`src/aptr_pkg.sv`:
```
// package of constants and types for the phase tracking receiver
package aptr_pkg;

    // =====================================================================
    // datapath widths
    // =====================================================================
    localparam int SLICE_W = 4;
    localparam int TX_SLICE_W = 8;
    localparam int WORD_W = 10;
    localparam int GEAR_W = 15;
    localparam int TAP_W = 9;
    localparam int NBITS_W = 3;
    localparam int XBITS_W = 5;

    // =====================================================================
    // register interface of the slice controller
    // =====================================================================
    localparam int REGIF_ADDR_W = 6;
    localparam int REGIF_DATA_W = 16;
    localparam int REGIF_NIB_W = 2;
    localparam logic [5:0] BIT_TIME_ADDR = 6'h2c;
    localparam logic [1:0] BIT_TIME_NIBBLE = 2'h0;
    localparam int READ_WAIT_MAX = 64;

    // =====================================================================
    // reset values and tracking constants
    // =====================================================================
    localparam logic [8:0] TAP_RESET = 9'h000;
    localparam int VOTE_W = 8;
    localparam int VOTE_LIMIT = 16;
    localparam logic [3:0] GEAR_EMIT_FILL = 4'ha;
    localparam logic [2:0] PUSH_NORMAL = 3'h4;
    localparam logic [2:0] PUSH_DROP = 3'h3;
    localparam logic [2:0] PUSH_INSERT = 3'h5;

    // =====================================================================
    // line figures
    // =====================================================================
    localparam int LINE_RATE_MBPS = 1250;
    localparam int LINE_RATE_MAX_MBPS = 1300;
    localparam int WORD_RATE_KHZ = LINE_RATE_MBPS * 1000 / SLICE_W;
    localparam int SLIP_TOL_PPM = 200;

    typedef enum logic [1:0] {
        ST_WAIT_RDY = 2'b00,
        ST_READ = 2'b01,
        ST_LOAD = 2'b11,
        ST_TRACK = 2'b10
    } aptr_state_type;

endpackage : aptr_pkg

```
`src/aptr_gear_if.sv`:
```
// interface carrying bit groups from the tracker into the gearbox
`timescale 1ns/10ps
interface aptr_gear_if;
    logic push;
    logic [2:0] nbits;
    logic [4:0] bits;
    modport src (output push, output nbits, output bits);
    modport sink (input push, input nbits, input bits);
endinterface : aptr_gear_if

```
`src/aptr_gearbox.sv`:
```
// gearbox: 15-bit shift register with a two-entry output buffer
`timescale 1ns/10ps
module aptr_gearbox
(
    // clock and reset
    input wire logic mclk,
    input wire logic reset,
    // bit groups from the tracker
    aptr_gear_if.sink gear,
    // word stream
    output logic [9:0] word_data,
    output logic word_valid,
    input wire logic word_ready,
    output logic overflow
);

    typedef struct packed {
        logic [14:0] sr;
        logic [3:0] cnt;
        logic [9:0] e0;
        logic [9:0] e1;
        logic v0;
        logic v1;
        logic ovf;
    } aptr_gear_state_type;

    aptr_gear_state_type q;
    aptr_gear_state_type next_q;

    // =====================================================================
    // next state
    // =====================================================================
    always_comb
    begin
        logic emit;
        logic pop;
        logic [3:0] rem;
        logic [9:0] word;
        next_q = q;
        pop = q.v0 && word_ready;
        // a word leaves the shift register only while the buffer has room
        emit = (q.cnt >= aptr_pkg::GEAR_EMIT_FILL) && !q.v1;
        word = 10'(q.sr >> 4'(q.cnt - aptr_pkg::GEAR_EMIT_FILL));
        rem = emit ? 4'(q.cnt - aptr_pkg::GEAR_EMIT_FILL) : q.cnt;
        next_q.cnt = rem;
        if (gear.push)
        begin
            if (({1'b0, rem} + {2'b00, gear.nbits}) > 5'h0f)
                next_q.ovf = 1'b1;
            else
            begin
                // 3, 4 or 5 bits enter so a slip drops or inserts one bit
                next_q.sr = 15'((q.sr << gear.nbits) | {10'h000, gear.bits});
                next_q.cnt = 4'(rem + {1'b0, gear.nbits});
            end
        end
        if (pop)
        begin
            next_q.e0 = q.e1;
            next_q.v0 = q.v1;
            next_q.v1 = 1'b0;
        end
        if (emit)
        begin
            if (!next_q.v0)
            begin
                next_q.e0 = word;
                next_q.v0 = 1'b1;
            end
            else
            begin
                next_q.e1 = word;
                next_q.v1 = 1'b1;
            end
        end
    end

    always_ff @(posedge mclk or posedge reset)
    begin
        if (reset)
            q <= '0;
        else
            q <= next_q;
    end

    assign word_data = q.e0;
    assign word_valid = q.v0;
    assign overflow = q.ovf;

    // =====================================================================
    // checks
    // =====================================================================
    property p_hold_word;
        @(posedge mclk) disable iff (reset)
        (q.v0 && !word_ready) |=> (q.v0 && $stable(q.e0));
    endproperty
    a_hold_word: assert property (p_hold_word) else $error("word lost under stall");

    property p_emit_fill;
        @(posedge mclk) disable iff (reset)
        (q.cnt >= 4'ha && !q.v1 && !gear.push) |=> (q.cnt == $past(q.cnt) - 4'ha);
    endproperty
    a_emit_fill: assert property (p_emit_fill) else $error("gearbox did not emit ten bits");

    property p_fill_count;
        @(posedge mclk) disable iff (reset)
        (gear.push && q.cnt < 4'ha && !q.ovf) |=> (q.cnt == $past(q.cnt) + 4'($past(gear.nbits)));
    endproperty
    a_fill_count: assert property (p_fill_count) else $error("gearbox fill count wrong");

endmodule : aptr_gearbox

```
`src/aptr_receiver.sv`:
```
// phase tracking receiver: bit time read, bang-bang tracker and gearbox
//
// Summary of operation
// each pair uses two slices: active at bit centre, monitor at bit edge
// bang-bang compare of active and monitor samples steps the monitor delay
// active delay stays monitor delay plus half the bit time in taps
// before tracking, read the bit time tap count and store it
// phase moves by loading delays; larger delay samples earlier
// gearbox turns 4-bit groups into 10-bit words, losing none unless a stalled sink lets it overflow
// gearbox is a 15-bit shift register inserting or dropping one bit
// bit insertion and removal covers up to 200 ppm rate offset
// gearbox write and read sides share the one word-rate clock
// receive slices run asynchronous mode, 4-bit words; transmit uses 8
// far transmitter sends at most 1300 Mb/s, matched within tracking range
// register master drives 6-bit address, 16-bit write data, write enable
// slice controller answers 16-bit read data with a valid strobe
// register master drives a 2-bit nibble select
// shared byte group: read data of both controllers is OR-combined
// one measured bit time serves every receive channel
// no phase adjustment before bit time is read and delays are ready
`timescale 1ns/10ps
module aptr_receiver
#(
    parameter int VOTE_LIMIT = aptr_pkg::VOTE_LIMIT,
    parameter int READ_WAIT_MAX = aptr_pkg::READ_WAIT_MAX
)
(
    // clock and reset
    input wire logic mclk,
    input wire logic reset,
    // receive slices of one differential pair
    input wire logic [3:0] active_bits,
    input wire logic [3:0] monitor_bits,
    input wire logic delay_ready,
    output logic active_load,
    output logic [8:0] active_delay,
    output logic monitor_load,
    output logic [8:0] monitor_delay,
    // register interface toward the slice controller
    output logic [5:0] regif_address,
    output logic [15:0] regif_write_data,
    output logic regif_write_enable,
    output logic [1:0] regif_nibble_select,
    input wire logic [15:0] regif_read_data,
    input wire logic regif_read_valid,
    input wire logic [15:0] regif_read_data_tx,
    input wire logic regif_read_valid_tx,
    // status
    output logic [8:0] bit_time_taps,
    output logic tracking,
    output logic gear_overflow,
    // recovered 10-bit words
    output logic [9:0] word_data,
    output logic word_valid,
    input wire logic word_ready
);

    typedef struct packed {
        aptr_pkg::aptr_state_type st;
        logic [5:0] regif_address;
        logic [15:0] regif_write_data;
        logic regif_write_enable;
        logic [1:0] regif_nibble_select;
        logic [7:0] wait_cnt;
        logic [8:0] bit_time_taps;
        logic [8:0] mon_delay;
        logic [8:0] act_delay;
        logic mon_load;
        logic act_load;
        logic signed [7:0] vote;
        logic gear_push;
        logic [2:0] gear_nbits;
        logic [4:0] gear_bits;
        logic tracking;
    } aptr_rx_state_type;

    aptr_rx_state_type q;
    aptr_rx_state_type next_q;

    aptr_gear_if gear ();

    // =====================================================================
    // helpers
    // =====================================================================
    // each data transition inside the 4-bit group votes on which side of the edge the monitor sat
    function automatic logic signed [2:0] aptr_vote(input logic [3:0] a, input logic [3:0] m);
        logic signed [2:0] v;
        v = 3'sd0;
        for (int j = 3; j >= 1; j--)
        begin
            if (a[j] != a[j - 1])
            begin
                if (m[j] == a[j])
                    v = v - 3'sd1;
                else
                    v = v + 3'sd1;
            end
        end
        return v;
    endfunction : aptr_vote

    function automatic logic [8:0] aptr_centre(input logic [8:0] mon, input logic [8:0] taps);
        return 9'(mon + {1'b0, taps[8:1]});
    endfunction : aptr_centre

    // =====================================================================
    // read data from both controllers of a shared byte group
    // =====================================================================
    logic [15:0] rd_data;
    logic rd_valid;
    logic signed [2:0] step_vote;
    logic signed [7:0] vote_sum;

    assign rd_data = regif_read_data | regif_read_data_tx;
    assign rd_valid = regif_read_valid | regif_read_valid_tx;
    assign step_vote = aptr_vote(active_bits, monitor_bits);
    assign vote_sum = 8'(q.vote + 8'(step_vote));

    // =====================================================================
    // sequencer: wait ready, read bit time, load, track
    // =====================================================================
    always_comb
    begin
        next_q = q;
        next_q.mon_load = 1'b0;
        next_q.act_load = 1'b0;
        next_q.gear_push = 1'b0;
        next_q.regif_write_enable = 1'b0;
        next_q.regif_write_data = 16'h0000;
        unique case (q.st)
            aptr_pkg::ST_WAIT_RDY:
            begin
                if (delay_ready)
                begin
                    next_q.st = aptr_pkg::ST_READ;
                    next_q.regif_address = aptr_pkg::BIT_TIME_ADDR;
                    next_q.regif_nibble_select = aptr_pkg::BIT_TIME_NIBBLE;
                    next_q.wait_cnt = 8'h00;
                end
            end
            aptr_pkg::ST_READ:
            begin
                if (rd_valid)
                begin
                    // one count is kept for every channel at this rate
                    next_q.bit_time_taps = rd_data[8:0];
                    next_q.st = aptr_pkg::ST_LOAD;
                end
                else if (q.wait_cnt == 8'(READ_WAIT_MAX - 1))
                    next_q.st = aptr_pkg::ST_WAIT_RDY;
                else
                    next_q.wait_cnt = 8'(q.wait_cnt + 8'h01);
            end
            aptr_pkg::ST_LOAD:
            begin
                // monitor starts at zero, active half a bit earlier
                next_q.mon_delay = aptr_pkg::TAP_RESET;
                next_q.act_delay = aptr_centre(aptr_pkg::TAP_RESET, q.bit_time_taps);
                next_q.mon_load = 1'b1;
                next_q.act_load = 1'b1;
                next_q.vote = 8'sd0;
                next_q.st = aptr_pkg::ST_TRACK;
            end
            aptr_pkg::ST_TRACK:
            begin
                // every word-rate cycle feeds active bits to the gearbox: four, or three or five on a slip
                next_q.gear_push = 1'b1;
                next_q.gear_nbits = aptr_pkg::PUSH_NORMAL;
                next_q.gear_bits = {1'b0, active_bits};
                next_q.vote = vote_sum;
                if (!delay_ready)
                    next_q.vote = q.vote;
                else if (vote_sum >= 8'(VOTE_LIMIT))
                begin
                    // larger delay moves sampling earlier
                    next_q.vote = 8'sd0;
                    if (q.mon_delay >= 9'(q.bit_time_taps - 9'h001))
                    begin
                        // a whole bit passed: restart the window, drop a bit
                        next_q.mon_delay = aptr_pkg::TAP_RESET;
                        next_q.gear_nbits = aptr_pkg::PUSH_DROP;
                        next_q.gear_bits = {2'b00, active_bits[3:1]};
                    end
                    else
                        next_q.mon_delay = 9'(q.mon_delay + 9'h001);
                    next_q.mon_load = 1'b1;
                    next_q.act_load = 1'b1;
                end
                else if (vote_sum <= -8'(VOTE_LIMIT))
                begin
                    next_q.vote = 8'sd0;
                    if (q.mon_delay == aptr_pkg::TAP_RESET)
                    begin
                        // window slid a whole bit late: insert oversampled bit
                        next_q.mon_delay = 9'(q.bit_time_taps - 9'h001);
                        next_q.gear_nbits = aptr_pkg::PUSH_INSERT;
                        next_q.gear_bits = {active_bits, monitor_bits[0]};
                    end
                    else
                        next_q.mon_delay = 9'(q.mon_delay - 9'h001);
                    next_q.mon_load = 1'b1;
                    next_q.act_load = 1'b1;
                end
                next_q.act_delay = aptr_centre(next_q.mon_delay, q.bit_time_taps);
            end
        endcase
        next_q.tracking = (next_q.st == aptr_pkg::ST_TRACK);
    end

    always_ff @(posedge mclk or posedge reset)
    begin
        if (reset)
        begin
            q <= '0;
            q.st <= aptr_pkg::ST_WAIT_RDY;
        end
        else
            q <= next_q;
    end

    // =====================================================================
    // outputs and gearbox
    // =====================================================================
    assign active_load = q.act_load;
    assign active_delay = q.act_delay;
    assign monitor_load = q.mon_load;
    assign monitor_delay = q.mon_delay;
    assign regif_address = q.regif_address;
    assign regif_write_data = q.regif_write_data;
    assign regif_write_enable = q.regif_write_enable;
    assign regif_nibble_select = q.regif_nibble_select;
    assign bit_time_taps = q.bit_time_taps;
    assign tracking = q.tracking;
    assign gear.push = q.gear_push;
    assign gear.nbits = q.gear_nbits;
    assign gear.bits = q.gear_bits;

    aptr_gearbox u_gearbox
    (
        .mclk (mclk),
        .reset (reset),
        .gear (gear),
        .word_data (word_data),
        .word_valid (word_valid),
        .word_ready (word_ready),
        .overflow (gear_overflow)
    );

    // =====================================================================
    // checks
    // =====================================================================
    property p_no_early_adjust;
        @(posedge mclk) disable iff (reset)
        q.mon_load |-> ($past(q.st) == aptr_pkg::ST_LOAD
            || ($past(q.st) == aptr_pkg::ST_TRACK && $past(delay_ready)));
    endproperty
    a_no_early_adjust: assert property (p_no_early_adjust) else $error("delay load before ready");

    property p_centre_offset;
        @(posedge mclk) disable iff (reset)
        (q.st == aptr_pkg::ST_TRACK) |-> (q.act_delay == 9'(q.mon_delay + {1'b0, q.bit_time_taps[8:1]}));
    endproperty
    a_centre_offset: assert property (p_centre_offset) else $error("active not half a bit off");

    property p_store_bit_time;
        @(posedge mclk) disable iff (reset)
        (q.st == aptr_pkg::ST_READ && rd_valid) |=> (q.bit_time_taps == $past(rd_data[8:0]));
    endproperty
    a_store_bit_time: assert property (p_store_bit_time) else $error("bit time not stored");

    property p_read_target;
        @(posedge mclk) disable iff (reset)
        (q.st == aptr_pkg::ST_READ) |-> (q.regif_address == 6'h2c && !q.regif_write_enable);
    endproperty
    a_read_target: assert property (p_read_target) else $error("wrong read address");

    property p_step_size;
        @(posedge mclk) disable iff (reset)
        ($past(q.st) == aptr_pkg::ST_TRACK && q.mon_load && q.gear_nbits == 3'h4)
            |-> (q.mon_delay == 9'($past(q.mon_delay) + 9'h001)
                || q.mon_delay == 9'($past(q.mon_delay) - 9'h001));
    endproperty
    a_step_size: assert property (p_step_size) else $error("monitor step not one tap");

    property p_sign_up;
        @(posedge mclk) disable iff (reset)
        (q.st == aptr_pkg::ST_TRACK && delay_ready && vote_sum >= 8'(VOTE_LIMIT)
            && q.mon_delay < 9'(q.bit_time_taps - 9'h001))
            |=> (q.mon_delay == 9'($past(q.mon_delay) + 9'h001));
    endproperty
    a_sign_up: assert property (p_sign_up) else $error("late votes did not raise delay");

    property p_slip_on_wrap;
        @(posedge mclk) disable iff (reset)
        ($past(q.st) == aptr_pkg::ST_TRACK && q.mon_load && q.mon_delay == 9'h000
            && $past(q.mon_delay) != 9'h001)
            |-> (q.gear_nbits == 3'h3);
    endproperty
    a_slip_on_wrap: assert property (p_slip_on_wrap) else $error("wrap without bit drop");

    property p_slip_on_unwrap;
        @(posedge mclk) disable iff (reset)
        ($past(q.st) == aptr_pkg::ST_TRACK && q.mon_load && $past(q.mon_delay) == 9'h000
            && q.mon_delay != 9'h001)
            |-> (q.gear_nbits == 3'h5);
    endproperty
    a_slip_on_unwrap: assert property (p_slip_on_unwrap) else $error("unwrap no insert");

    property p_steady_push;
        @(posedge mclk) disable iff (reset)
        ($past(q.st) == aptr_pkg::ST_TRACK && !q.mon_load) |-> (q.gear_push && q.gear_nbits == 3'h4);
    endproperty
    a_steady_push: assert property (p_steady_push) else $error("tracker push not four bits");

endmodule : aptr_receiver

```
`config.mk`:
```
export PLATFORM = sky130hd
export DESIGN_NAME = aptr_receiver
export DESIGN_NICKNAME = d
export VERILOG_FILES = /design/src/aptr_pkg.sv /design/src/aptr_gear_if.sv /design/src/aptr_gearbox.sv /design/src/aptr_receiver.sv
export SDC_FILE = /design/constraint.sdc
export NUM_CORES = 1
export LEC_CHECK = 0
export ABC_CLOCK_PERIOD_IN_PS = 5800
export BUFFER_PORTS_ARGS = -buffer_cell sky130_fd_sc_hd__buf_4
export CAP_MARGIN = 20
export CORE_MARGIN = 2
export CORE_UTILIZATION = 40
export DETAILED_ROUTE_END_ITERATION = 16
export PLACE_DENSITY_LB_ADDON = 0.05
export SYNTH_ARGS = -nofsm -noshare
export SYNTH_HDL_FRONTEND = slang
export SYNTH_SLANG_ARGS = --single-unit
```
`constraint.sdc`:
```
create_clock -name mclk -period 5.8 [get_ports mclk]
set_input_delay 0.58 -clock mclk [delete_from_list [all_inputs] [get_ports mclk]]
set_output_delay 0.58 -clock mclk [all_outputs]
set_load 0.005 [all_outputs]
```
==> impl_metrics.csv <==
group,metric,value,unit
status,status,"complete, but fails checks",
status,failed_checks,"negative setup slack",
routing,wl,19600,µm
final_layout,fin_area,0.00902,mm²
clocking,htree_levels,3,
die,dieArea,0.0201,mm²
clocking,clkTransAtPathRegs,0.08,ns
placement,place_hpwl,14600,µm
die,die_h,142,µm
logic_synthesis,syn_inst,884,
routing,wl_per_cell,16.4,µm
logic_synthesis,syn_area,0.00759,mm²
final_layout,nets,1046,
final_layout,syn_to_final_growth,18.8,%
die,io_pins,113,
die,rows,50,
sta,period_share,104,%
critical_path,cp_slowest_cell,"or4_4",
routing,vias_per_cell,5.40,
clocking,clk_latency,0.35,ns
logic_synthesis,synth.top_cell.area_share,32.6,%
sta,setup_ws,-0.245,ns
flow_run,drv_cap,0,
clocking,root_buffer,"clkbuf_16",
global_routing,grt_pass1_vias,6266,
critical_path,crit_type,"in2reg",
logic_synthesis,synth.distinct_cells,80,
routing,dr.pass1.iters,5,
clocking,cts-hold-fix-buffers,0,
sta,slew_viol_final,0,
critical_path,max_stage_delay,0.54,ns
clocking,cts_buffers,9,
global_routing,grt_max_degree,60,
placement,place_area,0.00848,mm²
critical_path,cp-start-kind,"input pin",
critical_path,reg2reg_slack,0.95,ns
critical_path,cp_max_fo,6,
logic_synthesis,synth_edf_count,0,
final_layout,diodes,0,
power,peakVddDrop,242,µV
final_layout,final_common_cell,"buf_4",
critical_path,crit_required,6.02,ns
clocking,clock_path_buffers,2,
placement,port_buffers,76,
clocking,cts_tree,"built",
logic_synthesis,async_flop_share,100,%
die,start_util,40.7,%
clocking,cts.sinks,99,
sta,relSlewSlack,43.1,%
logic_synthesis,synth_ff_type,"dfrtp_1",
routing,drt_iter0_drc,388,
die,core_area,0.0186,mm²
logic_synthesis,synth-seq-area-share,32.6,%
final_layout,drive_gt1_share,25.2,%
global_routing,grt_use_total,19.9,%
routing,wl_met3,772,µm
sta,grt_setup_unrepaired,"true",
global_routing,grt.overflow.total,0,
sta,fmax,165,MHz
routing,ant_nets,0,
die,die_w,142,µm
routing,vias,6459,
power,powerDensity,617,mW/mm²
sta,fin_worst_skew,0.00766,ns
routing,met2_length,9540,µm
logic_synthesis,synth_top_cell_by_area,"dfrtp_1",
routing,met1_length,9000,µm
sta,worst_pin_slew,0.851,ns
sta,finalSetupViolations,5,
logic_synthesis,synth_area_leaders,"dfrtp_1 33%, buf_4 6.3%, ha_1 6.1%, nand2_1 5.0%, o21ai_0 4.9%",
logic_synthesis,ys_warn_count,0,
sta,finalHoldViolations,0,
routing,top_layer,"met4",
placement,gp_congestion,0.927,
sta,hold_slack,0.381,ns
critical_path,endpoint_kind,"flip-flop",
power,leakage,4.14,nW
global_routing,antenna_found_initial,0,
logic_synthesis,ys_seq_elements,99,
critical_path,crit_arrival,6.26,ns
hold_path,hold_path_class,"in2async",
routing,drc_errors,0,
power,p_total,5.56,mW
global_routing,grt_pass1_wl,32100,µm
final_layout,mostFrequentLayoutCells,"143 x buf_4, 101 x nand2_1, 99 x dfrtp_1",
sta,period_minus_slack,6.04,ns
logic_synthesis,syn_area_per_cell,8.59,µm²
final_layout,n_fill_cell,1841,
==> cells in the mapped netlist (17+ instances only) <==
cell and n:
inv_1 33, xnor2_1 20, ha_1 37, a21oi_1 54
nor2_1 75, o21ai_0 74, buf_4 64, clkbuf_1 36
nor3_1 18, mux2i_1 29, xor2_1 17, dfrtp_1 99
nand2_1 101
==> cells by family (layout without fill, tap and decap cells) <==
group	count (synthesis)	in the layout	synth area share (%)
XOR/XNOR	41	41	5.32
adder cells (fa/ha/maj)	43	43	7.68
flip-flops	99	99	32.6
other	1	22	0.0494
AO/OA/AOI/OAI	238	238	20.1
buffers and inverters	143	200	10.5
multiplexers	49	49	7.28
AND/OR/NAND/NOR	270	270	16.5
==> worst max-delay path: cells and delay by family <==
family | cells | cell delay, ns
muxes | 3 | 0.92
AOI/OAI and AO/OA | 8 | 0.90
xor gates and xnor gates | 3 | 0.57
and+or+nand+nor | 8 | 1.47
buffers and inverters | 2 | 0.14
adders and majority gates | 5 | 1.69
==> path summary, 6_finish.rpt <==
| kind | depth (start not counted) | from | end |
|---|---|---|---|
| min in group mclk | 3 | regif_read_data[2] | bit_time_taps[2] |
| min reg2reg | 2 | u_gearbox.overflow | u_gearbox.overflow |
| max | 29 | monitor_bits[3] | active_delay[8] |
| min | 2 | reset | q[52] |
| max reg2reg | 20 | bit_time_taps[2] | active_delay[8] |
| max in group asynchronous | 3 | reset | u_gearbox.word_data[3] |
==> power breakdown <==
group          switching, mW  internal, mW
clock                  0.303         0.348
combinational           1.80          1.78
sequential             0.379         0.956
==> cell type report <==
| cell class | instances | area (µm²) | share of cell area [%] |
|---|---|---|---|
| Sequential cell | 99 | 2480 | 27.5 |
| Tap cell | 234 | 293 | 3.25 |
| Multi-Input combinational cell | 663 | 4640 | 51.4 |
| Clock buffer | 9 | 225 | 2.50 |
| Timing Repair Buffer | 149 | 1160 | 12.8 |
| Inverter | 35 | 134 | 1.48 |
| Clock inverter | 7 | 95.1 | 1.05 |
==> registers in the layout, summed over array words and instances (netlist names), 3 cells and up <==
name,flops
active_delay,9
gear.nbits,3
bit_time_taps,9
u_gearbox.q,30
u_gearbox.word_data,10
monitor_delay,9
gear.bits,5
q,18
==> what timing repair did <==
| item | in CTS | in global routing |
|---|---|---|
| endpoints found under the setup margin | 6 | 8 |
| pin swaps | 17 | 11 |
| buffers inserted | 5 | 3 |
| resized for setup | 26 | 7 |
| cloned | 0 | 0 |
==> layer usage <==
metal | track usage (%) | vias up
li1 | - | 3182
met1 | 26.4 | 3129
met2 | 33.7 | 133
met3 | 3.75 | 15
met4 | 4.79 | 0
met5 | 0 | -
==> through the flow <==
stage               worst slack (ns)  TNS [ns]  instances  utilization (%)
finish                        -0.245    -0.802       1196             48.4
global placement              -0.718     -4.05       1172             45.5
global route                  -0.541     -2.35       1196             48.4
CTS                           -0.236    -0.740       1193             48.0
floorplan                     -0.585     -2.73        905                -
detailed placement            -0.836     -5.00       1172             45.5
Power figures use the tool's default switching activity.
